**src/inc/adc_seq_pkg.sv**
```systemverilog
// Shared constants, types and helpers of the converter sequencer.
`default_nettype none
package adc_seq_pkg;
  // ---------------------------------------------------------------
  // Timing
  // ---------------------------------------------------------------
  localparam int CLK_FREQ_MHZ = 100;
  localparam int CONV_TIME_NS = 400;
  localparam int MAX_RES_BITS = 12;
  localparam int CONV12_CYCLES = (CONV_TIME_NS * CLK_FREQ_MHZ) / 1000;
  localparam int BIT_MIN_CYCLES = (CONV12_CYCLES / MAX_RES_BITS) < 1 ? 1 : CONV12_CYCLES / MAX_RES_BITS;
  localparam int CORE_STARTUP_NS = 1000;
  localparam int STARTUP_CYCLES = (CORE_STARTUP_NS * CLK_FREQ_MHZ + 999) / 1000;

  // ---------------------------------------------------------------
  // Channels
  // ---------------------------------------------------------------
  localparam int NUM_CHAN = 19;
  localparam int NUM_EXT = 10;
  localparam logic [4:0] CH_TEMP = 5'h0A;
  localparam logic [4:0] CH_BANDGAP = 5'h0B;
  localparam logic [4:0] CH_CORE_SUPPLY = 5'h0C;
  localparam logic [4:0] CH_LAST_USED = CH_CORE_SUPPLY;
  localparam logic [NUM_CHAN-1:0] CHAN_USED_MASK = 19'h01FFF;

  // ---------------------------------------------------------------
  // Resolution, flags and reset values
  // ---------------------------------------------------------------
  localparam logic [1:0] RES_12 = 2'h0;
  localparam logic [1:0] RES_10 = 2'h1;
  localparam logic [1:0] RES_8 = 2'h2;
  localparam logic [1:0] RES_6 = 2'h3;
  localparam int OVS_ACC_W = 20;
  localparam int FLAG_W = 7;
  localparam int FLG_EOSMP = 0;
  localparam int FLG_EOC = 1;
  localparam int FLG_EOS = 2;
  localparam int FLG_AWD0 = 3;
  localparam int FLG_OVR = 6;
  localparam logic [15:0] DATA_RST = 16'h0000;

  typedef enum logic [1:0] {TRIG_OFF, TRIG_RISE, TRIG_FALL, TRIG_BOTH} trig_pol_t;

  function automatic logic [4:0] res_bits(input logic [1:0] sel);
    return 5'(12 - 2 * int'(sel));
  endfunction

  // Lowest set channel at or above 'from'; bit 5 of the result says one was found.
  function automatic logic [5:0] next_chan(input logic [NUM_CHAN-1:0] m, input logic [5:0] from);
    logic [5:0] r;
    r = 6'h00;
    for (int i = NUM_CHAN - 1; i >= 0; i--) begin
      if (m[i] && i >= int'(from)) begin
        r = {1'b1, 5'(i)};
      end
    end
    return r;
  endfunction
endpackage
`default_nettype wire

```
**src/inc/wdg_if.sv**
```systemverilog
// Connection between the sequencer and its threshold watchdogs.
`default_nettype none
interface wdg_if;
  logic check;
  logic [11:0] value;
  logic [2:0][11:0] high;
  logic [2:0][11:0] low;
  logic [2:0] hit;
  modport seq (output check, output value, output high, output low, input hit);
  modport cmp (input check, input value, input high, input low, output hit);
endinterface
`default_nettype wire

```
**src/range_watchdog.sv**
```systemverilog
// Three independent window comparators on the converted value at each result write.
`default_nettype none
module range_watchdog (
  input wire logic clk,
  input wire logic rst_n,
  wdg_if.cmp w
);
  // ---------------------------------------------------------------
  // Comparison
  // ---------------------------------------------------------------
  always_ff @(posedge clk) begin
    if (!rst_n) begin
      w.hit <= 3'h0;
    end else begin
      for (int i = 0; i < 3; i++) begin
        w.hit[i] <= w.check && (w.value > w.high[i] || w.value < w.low[i]);
      end
    end
  end
endmodule
`default_nettype wire

```
**src/sar_converter_unit.sv**
```systemverilog
// Sequencer and successive approximation control of the 12-bit converter.
`default_nettype none
module sar_converter_unit
  import adc_seq_pkg::*;
#(
  parameter int NUM_TRIG = 4,
  parameter int SMP_W = 8,
  parameter int DIV_W = 8
) (
  input wire logic REF_CLK,
  input wire logic RESETN,
  input wire logic ENABLE,
  input wire logic [1:0] RES_SEL,
  input wire logic ALIGN_LEFT,
  input wire logic CONT_EN,
  input wire logic SCAN_EN,
  input wire logic DISC_EN,
  input wire logic [4:0] CHAN_SEL,
  input wire logic [NUM_CHAN-1:0] SEQ_MASK,
  input wire logic SW_START,
  input wire logic SW_STOP,
  input wire logic [$clog2(NUM_TRIG)-1:0] TRIG_SEL,
  input wire logic [NUM_TRIG-1:0] TRIG_IN,
  input wire trig_pol_t TRIG_POL,
  input wire logic OVS_EN,
  input wire logic [2:0] OVS_RATIO,
  input wire logic [3:0] OVS_SHIFT,
  input wire logic WAIT_EN,
  input wire logic AUTO_OFF_EN,
  input wire logic AUTONOMOUS_EN,
  input wire logic DMA_EN,
  input wire logic [DIV_W-1:0] CLK_DIV,
  input wire logic [SMP_W-1:0] SMP_TICKS,
  input wire logic [2:0][11:0] AWD_HIGH,
  input wire logic [2:0][11:0] AWD_LOW,
  input wire logic DATA_READ,
  input wire logic [FLAG_W-1:0] FLAG_CLR,
  input wire logic [FLAG_W-1:0] FLAG_IE,
  input wire logic COMP_IN,
  output logic CORE_POWER,
  output logic CORE_SAMPLE,
  output logic [4:0] CORE_CHANNEL,
  output logic [11:0] CORE_DAC,
  output logic [15:0] DATA,
  output logic DATA_VALID,
  output logic DMA_REQ,
  output logic [FLAG_W-1:0] FLAGS,
  output logic WAKEUP_REQ,
  output logic BUSY
);
  // Parameter values that the logic cannot serve stop elaboration.
  if (NUM_TRIG < 2 || SMP_W < 1 || DIV_W < 2) begin : g_bad_params
    $error("sar_converter_unit: unsupported parameter values");
  end

  typedef enum logic [2:0] {ST_IDLE, ST_PREP, ST_SAMPLE, ST_CONVERT, ST_STORE} seq_state_t;

  seq_state_t st_r;
  logic [DIV_W-1:0] div_cnt_r;
  logic tick_r;
  logic trig_prev_r;
  logic stop_r;
  logic resume_r;
  logic [$clog2(STARTUP_CYCLES+1)-1:0] pwr_cnt_r;
  logic [SMP_W-1:0] smp_cnt_r;
  logic [3:0] bit_idx_r;
  logic [7:0] ovs_cnt_r;
  logic [OVS_ACC_W-1:0] acc_r;
  logic [4:0] conv_len_r;
  logic [FLAG_W-1:0] flag_set;
  wdg_if wd ();

  // ---------------------------------------------------------------
  // Converter clock enable
  // ---------------------------------------------------------------
  // The divider never ticks more often than every BIT_MIN_CYCLES clocks, the bit time of a 0.4 us 12-bit conversion rounded down.
  logic [DIV_W-1:0] div_lim;
  assign div_lim = (CLK_DIV < DIV_W'(BIT_MIN_CYCLES - 1)) ? DIV_W'(BIT_MIN_CYCLES - 1) : CLK_DIV;

  always_ff @(posedge REF_CLK) begin
    if (!RESETN || st_r == ST_IDLE) begin
      div_cnt_r <= '0;
      tick_r <= 1'b0;
    end else begin
      tick_r <= (div_cnt_r == div_lim);
      div_cnt_r <= (div_cnt_r == div_lim) ? '0 : div_cnt_r + 1'b1;
    end
  end

  // ---------------------------------------------------------------
  // Start sources and channel selection
  // ---------------------------------------------------------------
  logic trig_now;
  logic hw_edge;
  logic start_req;
  logic start_ok;
  logic [NUM_CHAN-1:0] chan_mask;
  logic [5:0] first_ch;
  logic [5:0] after_ch;
  logic [4:0] lsb;
  logic [11:0] raw_right;
  logic last_ovs;
  logic data_wr;

  assign trig_now = TRIG_IN[TRIG_SEL];
  assign hw_edge = (TRIG_POL == TRIG_RISE && trig_now && !trig_prev_r)
                || (TRIG_POL == TRIG_FALL && !trig_now && trig_prev_r)
                || (TRIG_POL == TRIG_BOTH && trig_now != trig_prev_r);
  assign start_req = SW_START || hw_edge;
  // Reserved codes never reach the multiplexer; an empty selection ignores starts.
  assign chan_mask = (SCAN_EN ? SEQ_MASK : NUM_CHAN'(1) << CHAN_SEL) & CHAN_USED_MASK;
  assign first_ch = next_chan(chan_mask, 6'h00);
  assign after_ch = next_chan(chan_mask, 6'(CORE_CHANNEL) + 6'h01);
  assign start_ok = start_req && first_ch[5] && (ENABLE || AUTO_OFF_EN || AUTONOMOUS_EN);
  assign lsb = 5'(MAX_RES_BITS) - res_bits(RES_SEL);
  assign raw_right = CORE_DAC >> lsb;
  // The exponent is widened first, so a ratio of 256 does not wrap to a shift of zero.
  assign last_ovs = !OVS_EN || ovs_cnt_r == 8'((9'h001 << ({1'b0, OVS_RATIO} + 4'h1)) - 9'h001);
  assign data_wr = st_r == ST_STORE && last_ovs;

  always_ff @(posedge REF_CLK) begin
    if (!RESETN) begin
      // Tracking the pin through reset avoids a false edge when it idles high.
      trig_prev_r <= trig_now;
    end else begin
      trig_prev_r <= trig_now;
    end
  end

  // ---------------------------------------------------------------
  // Sequencer
  // ---------------------------------------------------------------
  always_ff @(posedge REF_CLK) begin
    if (!RESETN) begin
      st_r <= ST_IDLE;
      CORE_CHANNEL <= 5'h00;
      resume_r <= 1'b0;
      smp_cnt_r <= '0;
      bit_idx_r <= 4'h0;
      CORE_DAC <= 12'h000;
      conv_len_r <= 5'h00;
    end else begin
      unique case (st_r)
        ST_IDLE: begin
          if (start_ok) begin
            st_r <= ST_PREP;
            if (!(DISC_EN && resume_r && chan_mask[CORE_CHANNEL])) begin
              CORE_CHANNEL <= first_ch[4:0];
            end
          end
        end
        ST_PREP: begin
          // Wait mode holds here while the last result is unread.
          if (pwr_cnt_r == '0 && !(WAIT_EN && DATA_VALID) && tick_r) begin
            st_r <= ST_SAMPLE;
            smp_cnt_r <= '0;
          end
        end
        ST_SAMPLE: begin
          if (tick_r) begin
            smp_cnt_r <= smp_cnt_r + 1'b1;
            if (smp_cnt_r == SMP_TICKS) begin
              st_r <= ST_CONVERT;
              bit_idx_r <= 4'hB;
              CORE_DAC <= 12'h800;
              conv_len_r <= 5'h00;
            end
          end
        end
        ST_CONVERT: begin
          if (tick_r) begin
            conv_len_r <= conv_len_r + 5'h01;
            CORE_DAC[bit_idx_r] <= COMP_IN;
            if (5'(bit_idx_r) == lsb) begin
              st_r <= ST_STORE;
            end else begin
              bit_idx_r <= bit_idx_r - 4'h1;
              CORE_DAC[bit_idx_r - 4'h1] <= 1'b1;
            end
          end
        end
        ST_STORE: begin
          if (!last_ovs) begin
            st_r <= ST_PREP;
          end else if (SCAN_EN && after_ch[5]) begin
            CORE_CHANNEL <= after_ch[4:0];
            resume_r <= DISC_EN;
            st_r <= (DISC_EN || stop_r) ? ST_IDLE : ST_PREP;
          end else begin
            resume_r <= 1'b0;
            CORE_CHANNEL <= first_ch[4:0];
            st_r <= (CONT_EN && !DISC_EN && !stop_r) ? ST_PREP : ST_IDLE;
          end
        end
      endcase
    end
  end

  // ---------------------------------------------------------------
  // Core power
  // ---------------------------------------------------------------
  // Auto-off and autonomous use trade start-up latency on every start for core power.
  always_ff @(posedge REF_CLK) begin
    if (!RESETN) begin
      CORE_POWER <= 1'b0;
      pwr_cnt_r <= '0;
    end else begin
      if (st_r == ST_IDLE && start_ok && !CORE_POWER) begin
        CORE_POWER <= 1'b1;
        pwr_cnt_r <= ($bits(pwr_cnt_r))'(STARTUP_CYCLES);
      end else if (st_r == ST_IDLE && !start_ok) begin
        CORE_POWER <= ENABLE && !AUTO_OFF_EN && !AUTONOMOUS_EN;
        pwr_cnt_r <= CORE_POWER ? pwr_cnt_r : ($bits(pwr_cnt_r))'(STARTUP_CYCLES);
      end else if (pwr_cnt_r != '0) begin
        pwr_cnt_r <= pwr_cnt_r - 1'b1;
      end
    end
  end

  always_ff @(posedge REF_CLK) begin
    if (!RESETN) begin
      CORE_SAMPLE <= 1'b0;
      BUSY <= 1'b0;
      stop_r <= 1'b0;
    end else begin
      CORE_SAMPLE <= (st_r == ST_PREP && pwr_cnt_r == '0 && !(WAIT_EN && DATA_VALID) && tick_r)
                  || (st_r == ST_SAMPLE && !(tick_r && smp_cnt_r == SMP_TICKS));
      BUSY <= st_r != ST_IDLE;
      stop_r <= (st_r != ST_IDLE) && (stop_r || SW_STOP);
    end
  end

  // ---------------------------------------------------------------
  // Oversampling and result register
  // ---------------------------------------------------------------
  always_ff @(posedge REF_CLK) begin
    if (!RESETN || st_r == ST_IDLE) begin
      acc_r <= '0;
      ovs_cnt_r <= 8'h00;
    end else if (st_r == ST_STORE) begin
      acc_r <= last_ovs ? '0 : acc_r + OVS_ACC_W'(raw_right);
      ovs_cnt_r <= last_ovs ? 8'h00 : ovs_cnt_r + 8'h01;
    end
  end

  // The whole word is loaded in one edge, so no read sees half of two results.
  always_ff @(posedge REF_CLK) begin
    if (!RESETN) begin
      DATA <= DATA_RST;
      DATA_VALID <= 1'b0;
      DMA_REQ <= 1'b0;
    end else begin
      if (data_wr) begin
        if (OVS_EN) begin
          DATA <= 16'((acc_r + OVS_ACC_W'(raw_right)) >> OVS_SHIFT);
        end else begin
          DATA <= ALIGN_LEFT ? 16'(raw_right) << (5'h10 - res_bits(RES_SEL)) : 16'(raw_right);
        end
      end
      DATA_VALID <= data_wr || (DATA_VALID && !DATA_READ);
      DMA_REQ <= DMA_EN && (data_wr || (DATA_VALID && !DATA_READ));
    end
  end

  // ---------------------------------------------------------------
  // Watchdogs and event flags
  // ---------------------------------------------------------------
  assign wd.check = data_wr;
  assign wd.value = CORE_DAC;
  assign wd.high = AWD_HIGH;
  assign wd.low = AWD_LOW;

  range_watchdog u_wdg (
    .clk(REF_CLK),
    .rst_n(RESETN),
    .w(wd)
  );

  always_comb begin
    flag_set = '0;
    flag_set[FLG_EOSMP] = st_r == ST_SAMPLE && tick_r && smp_cnt_r == SMP_TICKS;
    flag_set[FLG_EOC] = data_wr;
    flag_set[FLG_EOS] = data_wr && !(SCAN_EN && after_ch[5]);
    flag_set[FLG_AWD0 +: 3] = wd.hit;
    flag_set[FLG_OVR] = data_wr && DATA_VALID && !DATA_READ;
  end

  always_ff @(posedge REF_CLK) begin
    if (!RESETN) begin
      FLAGS <= '0;
      WAKEUP_REQ <= 1'b0;
    end else begin
      FLAGS <= flag_set | (FLAGS & ~FLAG_CLR);
      WAKEUP_REQ <= |((flag_set | (FLAGS & ~FLAG_CLR)) & FLAG_IE);
    end
  end
endmodule
`default_nettype wire

```
**config.mk**
```make
export PLATFORM = sky130hd
export DESIGN_NAME = sar_converter_unit
export DESIGN_NICKNAME = d
export VERILOG_FILES = /design/src/inc/adc_seq_pkg.sv /design/src/inc/wdg_if.sv /design/src/range_watchdog.sv /design/src/sar_converter_unit.sv
export SDC_FILE = /design/constraint.sdc
export NUM_CORES = 1
export LEC_CHECK = 0
export BUFFER_PORTS_ARGS = -buffer_cell sky130_fd_sc_hd__buf_4
export CAP_MARGIN = 0
export CORE_UTILIZATION = 55
export DETAILED_ROUTE_END_ITERATION = 6
export PLACE_DENSITY = 0.89
export SLEW_MARGIN = 5
export SYNTH_ARGS = -nofsm -noshare
export SYNTH_HDL_FRONTEND = slang
export SYNTH_SLANG_ARGS = --single-unit
export TNS_END_PERCENT = 1
```
**constraint.sdc**
```tcl
create_clock -name REF_CLK -period 5.9 [get_ports REF_CLK]
set_input_delay 0.295 -clock REF_CLK [delete_from_list [all_inputs] [get_ports REF_CLK]]
set_output_delay 0.295 -clock REF_CLK [all_outputs]
set_load 0.005 [all_outputs]
```
==> results.md <==
- Cell Rows: 50
- Most frequent cells in the layout: 202 x buf_4, 117 x a21oi_1, 110 x dfxtp_1
- Core area: 18,800 um2
- Hold buffers post-CTS: 0
- Critical Path RT: 6.16 ns
- Syn_area_per_cell: 7.60 um2
- Final instance area: 12,400 um2
- Max frequency: 0.229 GHz
- Internal power: 0.00126 W
- CP endpoint kind: flop
- Layout cell share with drive strength beyond 1: 16.9%
- Die W: 140 um
- CTS resizes: 0
- Pin count of the biggest net entering global routing: 65
- Starting DRT DRC Count: 1,042
- Met3 GRT Util: 6.56%
- Yosys top cell by area: dfxtp_1
- Diode count: 0
- Cell area power density: 150 nW/um2
- Die height: 140 um
- Cell variety after synth: 91
- Clock Root Buffer: clkbuf_16
- Met2 usage: 55.5%
- RSZ-0062 raised after global routing: false
- Crit path launch type: flop
- Boundary Pins: 205
- Post-Syn Nets: 1,646
- CP Class: reg2reg
- Final slew viol count: 0
- Reg power frac: 42.2%
- Post-synth EDFFs: 0
- Post-DP Area: 12,100 um2
- GRT overflow: 0
- Tcrit/Tclk final: 74.0%
- Worst Hold Class: in2reg
- Layer with the highest usage: met2
- Syn Inst Count: 1,386
- Register area: 2200 um2
- Worst path top cell family by delay: compound AO/OA/AOI/OAI gates
- WL/cell: 18.3 um
- Levels on crit path: 13
- Min Tclk post-route: 4.36 ns
- Fillers: 1,563
- Max Cap Violations: 0
- Routed vias/inst: 6.32
- Clock sinks: 110
- Crit Path Max Fanout: 12
- Die area: 19,700 um2
- VDD IR max: 0.000134 V
- Top cells by area, synth: dfxtp_1 21%, ha_1 12%, a21oi_1 5.6%
- Number of global-route vias before repair: 10,700
- Port bufs: 197
- GR Util met1: 39.1%
- Hold Fails Final Rpt: 0
- Worst stage delay on the critical path: 0.79 ns
- Setup bufs post-CTS: 0
- Synth top area share: 20.9%
- Skew final: 0.0147 ns
- Final nets: 1,784
- First-pass GRT wire length: 52,000 um
- Sequential area share after synthesis: 20.9%
- Switching Share: 32.0%
- CTS tree: done
- Layout area overhead: 17.4%
- Warnings, synthesis: 0
- CTS Buffer Depth: 2
- Worst Max-Slew Pin Slew: 1.12 ns
- Setup TNS: 0 ns
- Most used DFF post-synth: dfxtp_1
- Multi-input gate area: 7650 um2
- Commonest non-fill, non-tap cell in the layout: buf_4
- Status: complete, no violations
- Final setup violation count: 0
- DRC Markers: 0
- Num CTS Buffers: 9
- Hold Worst Slack: 0.114 ns
- TritonRoute pass-1 iters: 6
- Initial Utilization: 56.2%
- Antenna-violating nets left: 0
- Via count: 11,100
- Post-synthesis register bit count: 110
- Gpl congestion: 1.01
- Final WL: 32,200 um
- Gate power share: 22.0%
- GRT Util Overall: 32.7%
- LEAKAGE: 5.61 nW
- Switch Pwr: 0.000593 W
- Worst slew margin: 25.1%
- Place WS: 1.22 ns
- Post-DP HPWL: 24,500 um
- Worst reg2reg path depth: 13
- # H-tree levels: 3
- Final WS setup: 1.54 ns
- Initial antenna violation count: 0
- CTS clock-pin slew for the worst setup and hold paths: 0.09 ns
- CP Data Arrival Time: 4.62 ns
- Worst Hold Depth: 2
- Crit path cell chain: mux4_2 > ha_1 > inv_1 > fa_1 > nor2b_1 > o2111ai_1 > a21oi_1 > o211ai_2 > a32o_1 > nor3_1 > mux2i_1 > mux2_1 > o2bb2ai_1
- Final core utilization: 66.0%
- WP buf/inv: 1
- Clock power share: 35.8%
- Slowest stage cell, crit path: dfxtp_1
- Worst-Skew Late Latency: 0.38 ns
- Post-Syn Area: 10,500 um2
- Ys async rst share: 0%
==> worst paths after layout <==
path | startpoint | to | slack [ns]
max | CORE_DAC[2] | DATA[10] | 1.54
max reg2reg | CORE_DAC[2] | DATA[10] | 1.54
min reg2reg | acc_r[8] | acc_r[8] | 0.46
min | DMA_EN | DMA_REQ | 0.11
==> through the flow <==
stage	total power, W	std cells
global placement	0.00119	1747
global route	0.00194	1763
finish	0.00185	1763
floorplan	0.00104	1386
CTS	0.00186	1763
detailed placement	0.00120	1747
==> power by group through the flow <==
stage	Combinational [W]	Clock (W)	Sequential (W)
finish	0.000408	0.000663	0.000782
global route	0.000450	0.000700	0.000785
CTS	0.000403	0.000672	0.000781
detailed placement	0.000401	0	0.000799
global placement	0.000388	0	0.000798
floorplan	0.000254	0	0.000787
==> layer usage <==
layer  share of wire, %  vias to the layer above
li1                   -                     5340
met1                 40                     5119
met2                 47                      568
met3                9.1                      109
met4                4.0                        0
met5                  0                        -
==> synthesized netlist by cell type (all sizes together), types with 10 or more instances <==
master    n
nor2b    26
and3     15
mux2i    24
a211oi   23
a21oi   118
nor3     29
xnor2    23
o21a     10
nand3    49
inv     100
nor2     93
nand2   104
a31oi    14
o21ai   109
o22ai    10
nor4     13
and2     30
or3      20
nand4    21
ha      100
xor2     32
buf      10
mux4     15
dfxtp   110
clkbuf   65
a21o     42
a22oi    21
nand2b   26
==> registers in the layout (all words and copies together) (netlist names), 3 cells and up <==
| signal | cells |
|---|---|
| CORE_CHANNEL | 4 |
| CORE_DAC | 12 |
| DATA | 16 |
| FLAGS | 7 |
| acc_r | 20 |
| bit_idx_r | 4 |
| div_cnt_r | 8 |
| ovs_cnt_r | 8 |
| pwr_cnt_r | 7 |
| smp_cnt_r | 8 |
| st_r | 3 |
| u_wdg.w.hit | 3 |
==> logic make-up after synthesis <==
kind of cell	Yosys count	share of synthesized area, %
muxes	43	5.91
DFF	110	20.9
and+or+nand+nor	448	21.7
xor gates and xnor gates	55	4.57
other	1	0.0356
AOI/OAI and AO/OA	449	28.3
buffers and inverters	179	6.51
adders and majority gates	101	12.1
==> cell type report <==
cell class,instances,share of cell area (%)
multi-input combinational,1097,61.8
tap,234,2.37
timing repair buffer,202,12.3
sequential,110,17.8
clock inverter,7,0.778
inverter,104,3.15
clock buffer,9,1.82
(Power assumes the default switching activity.)
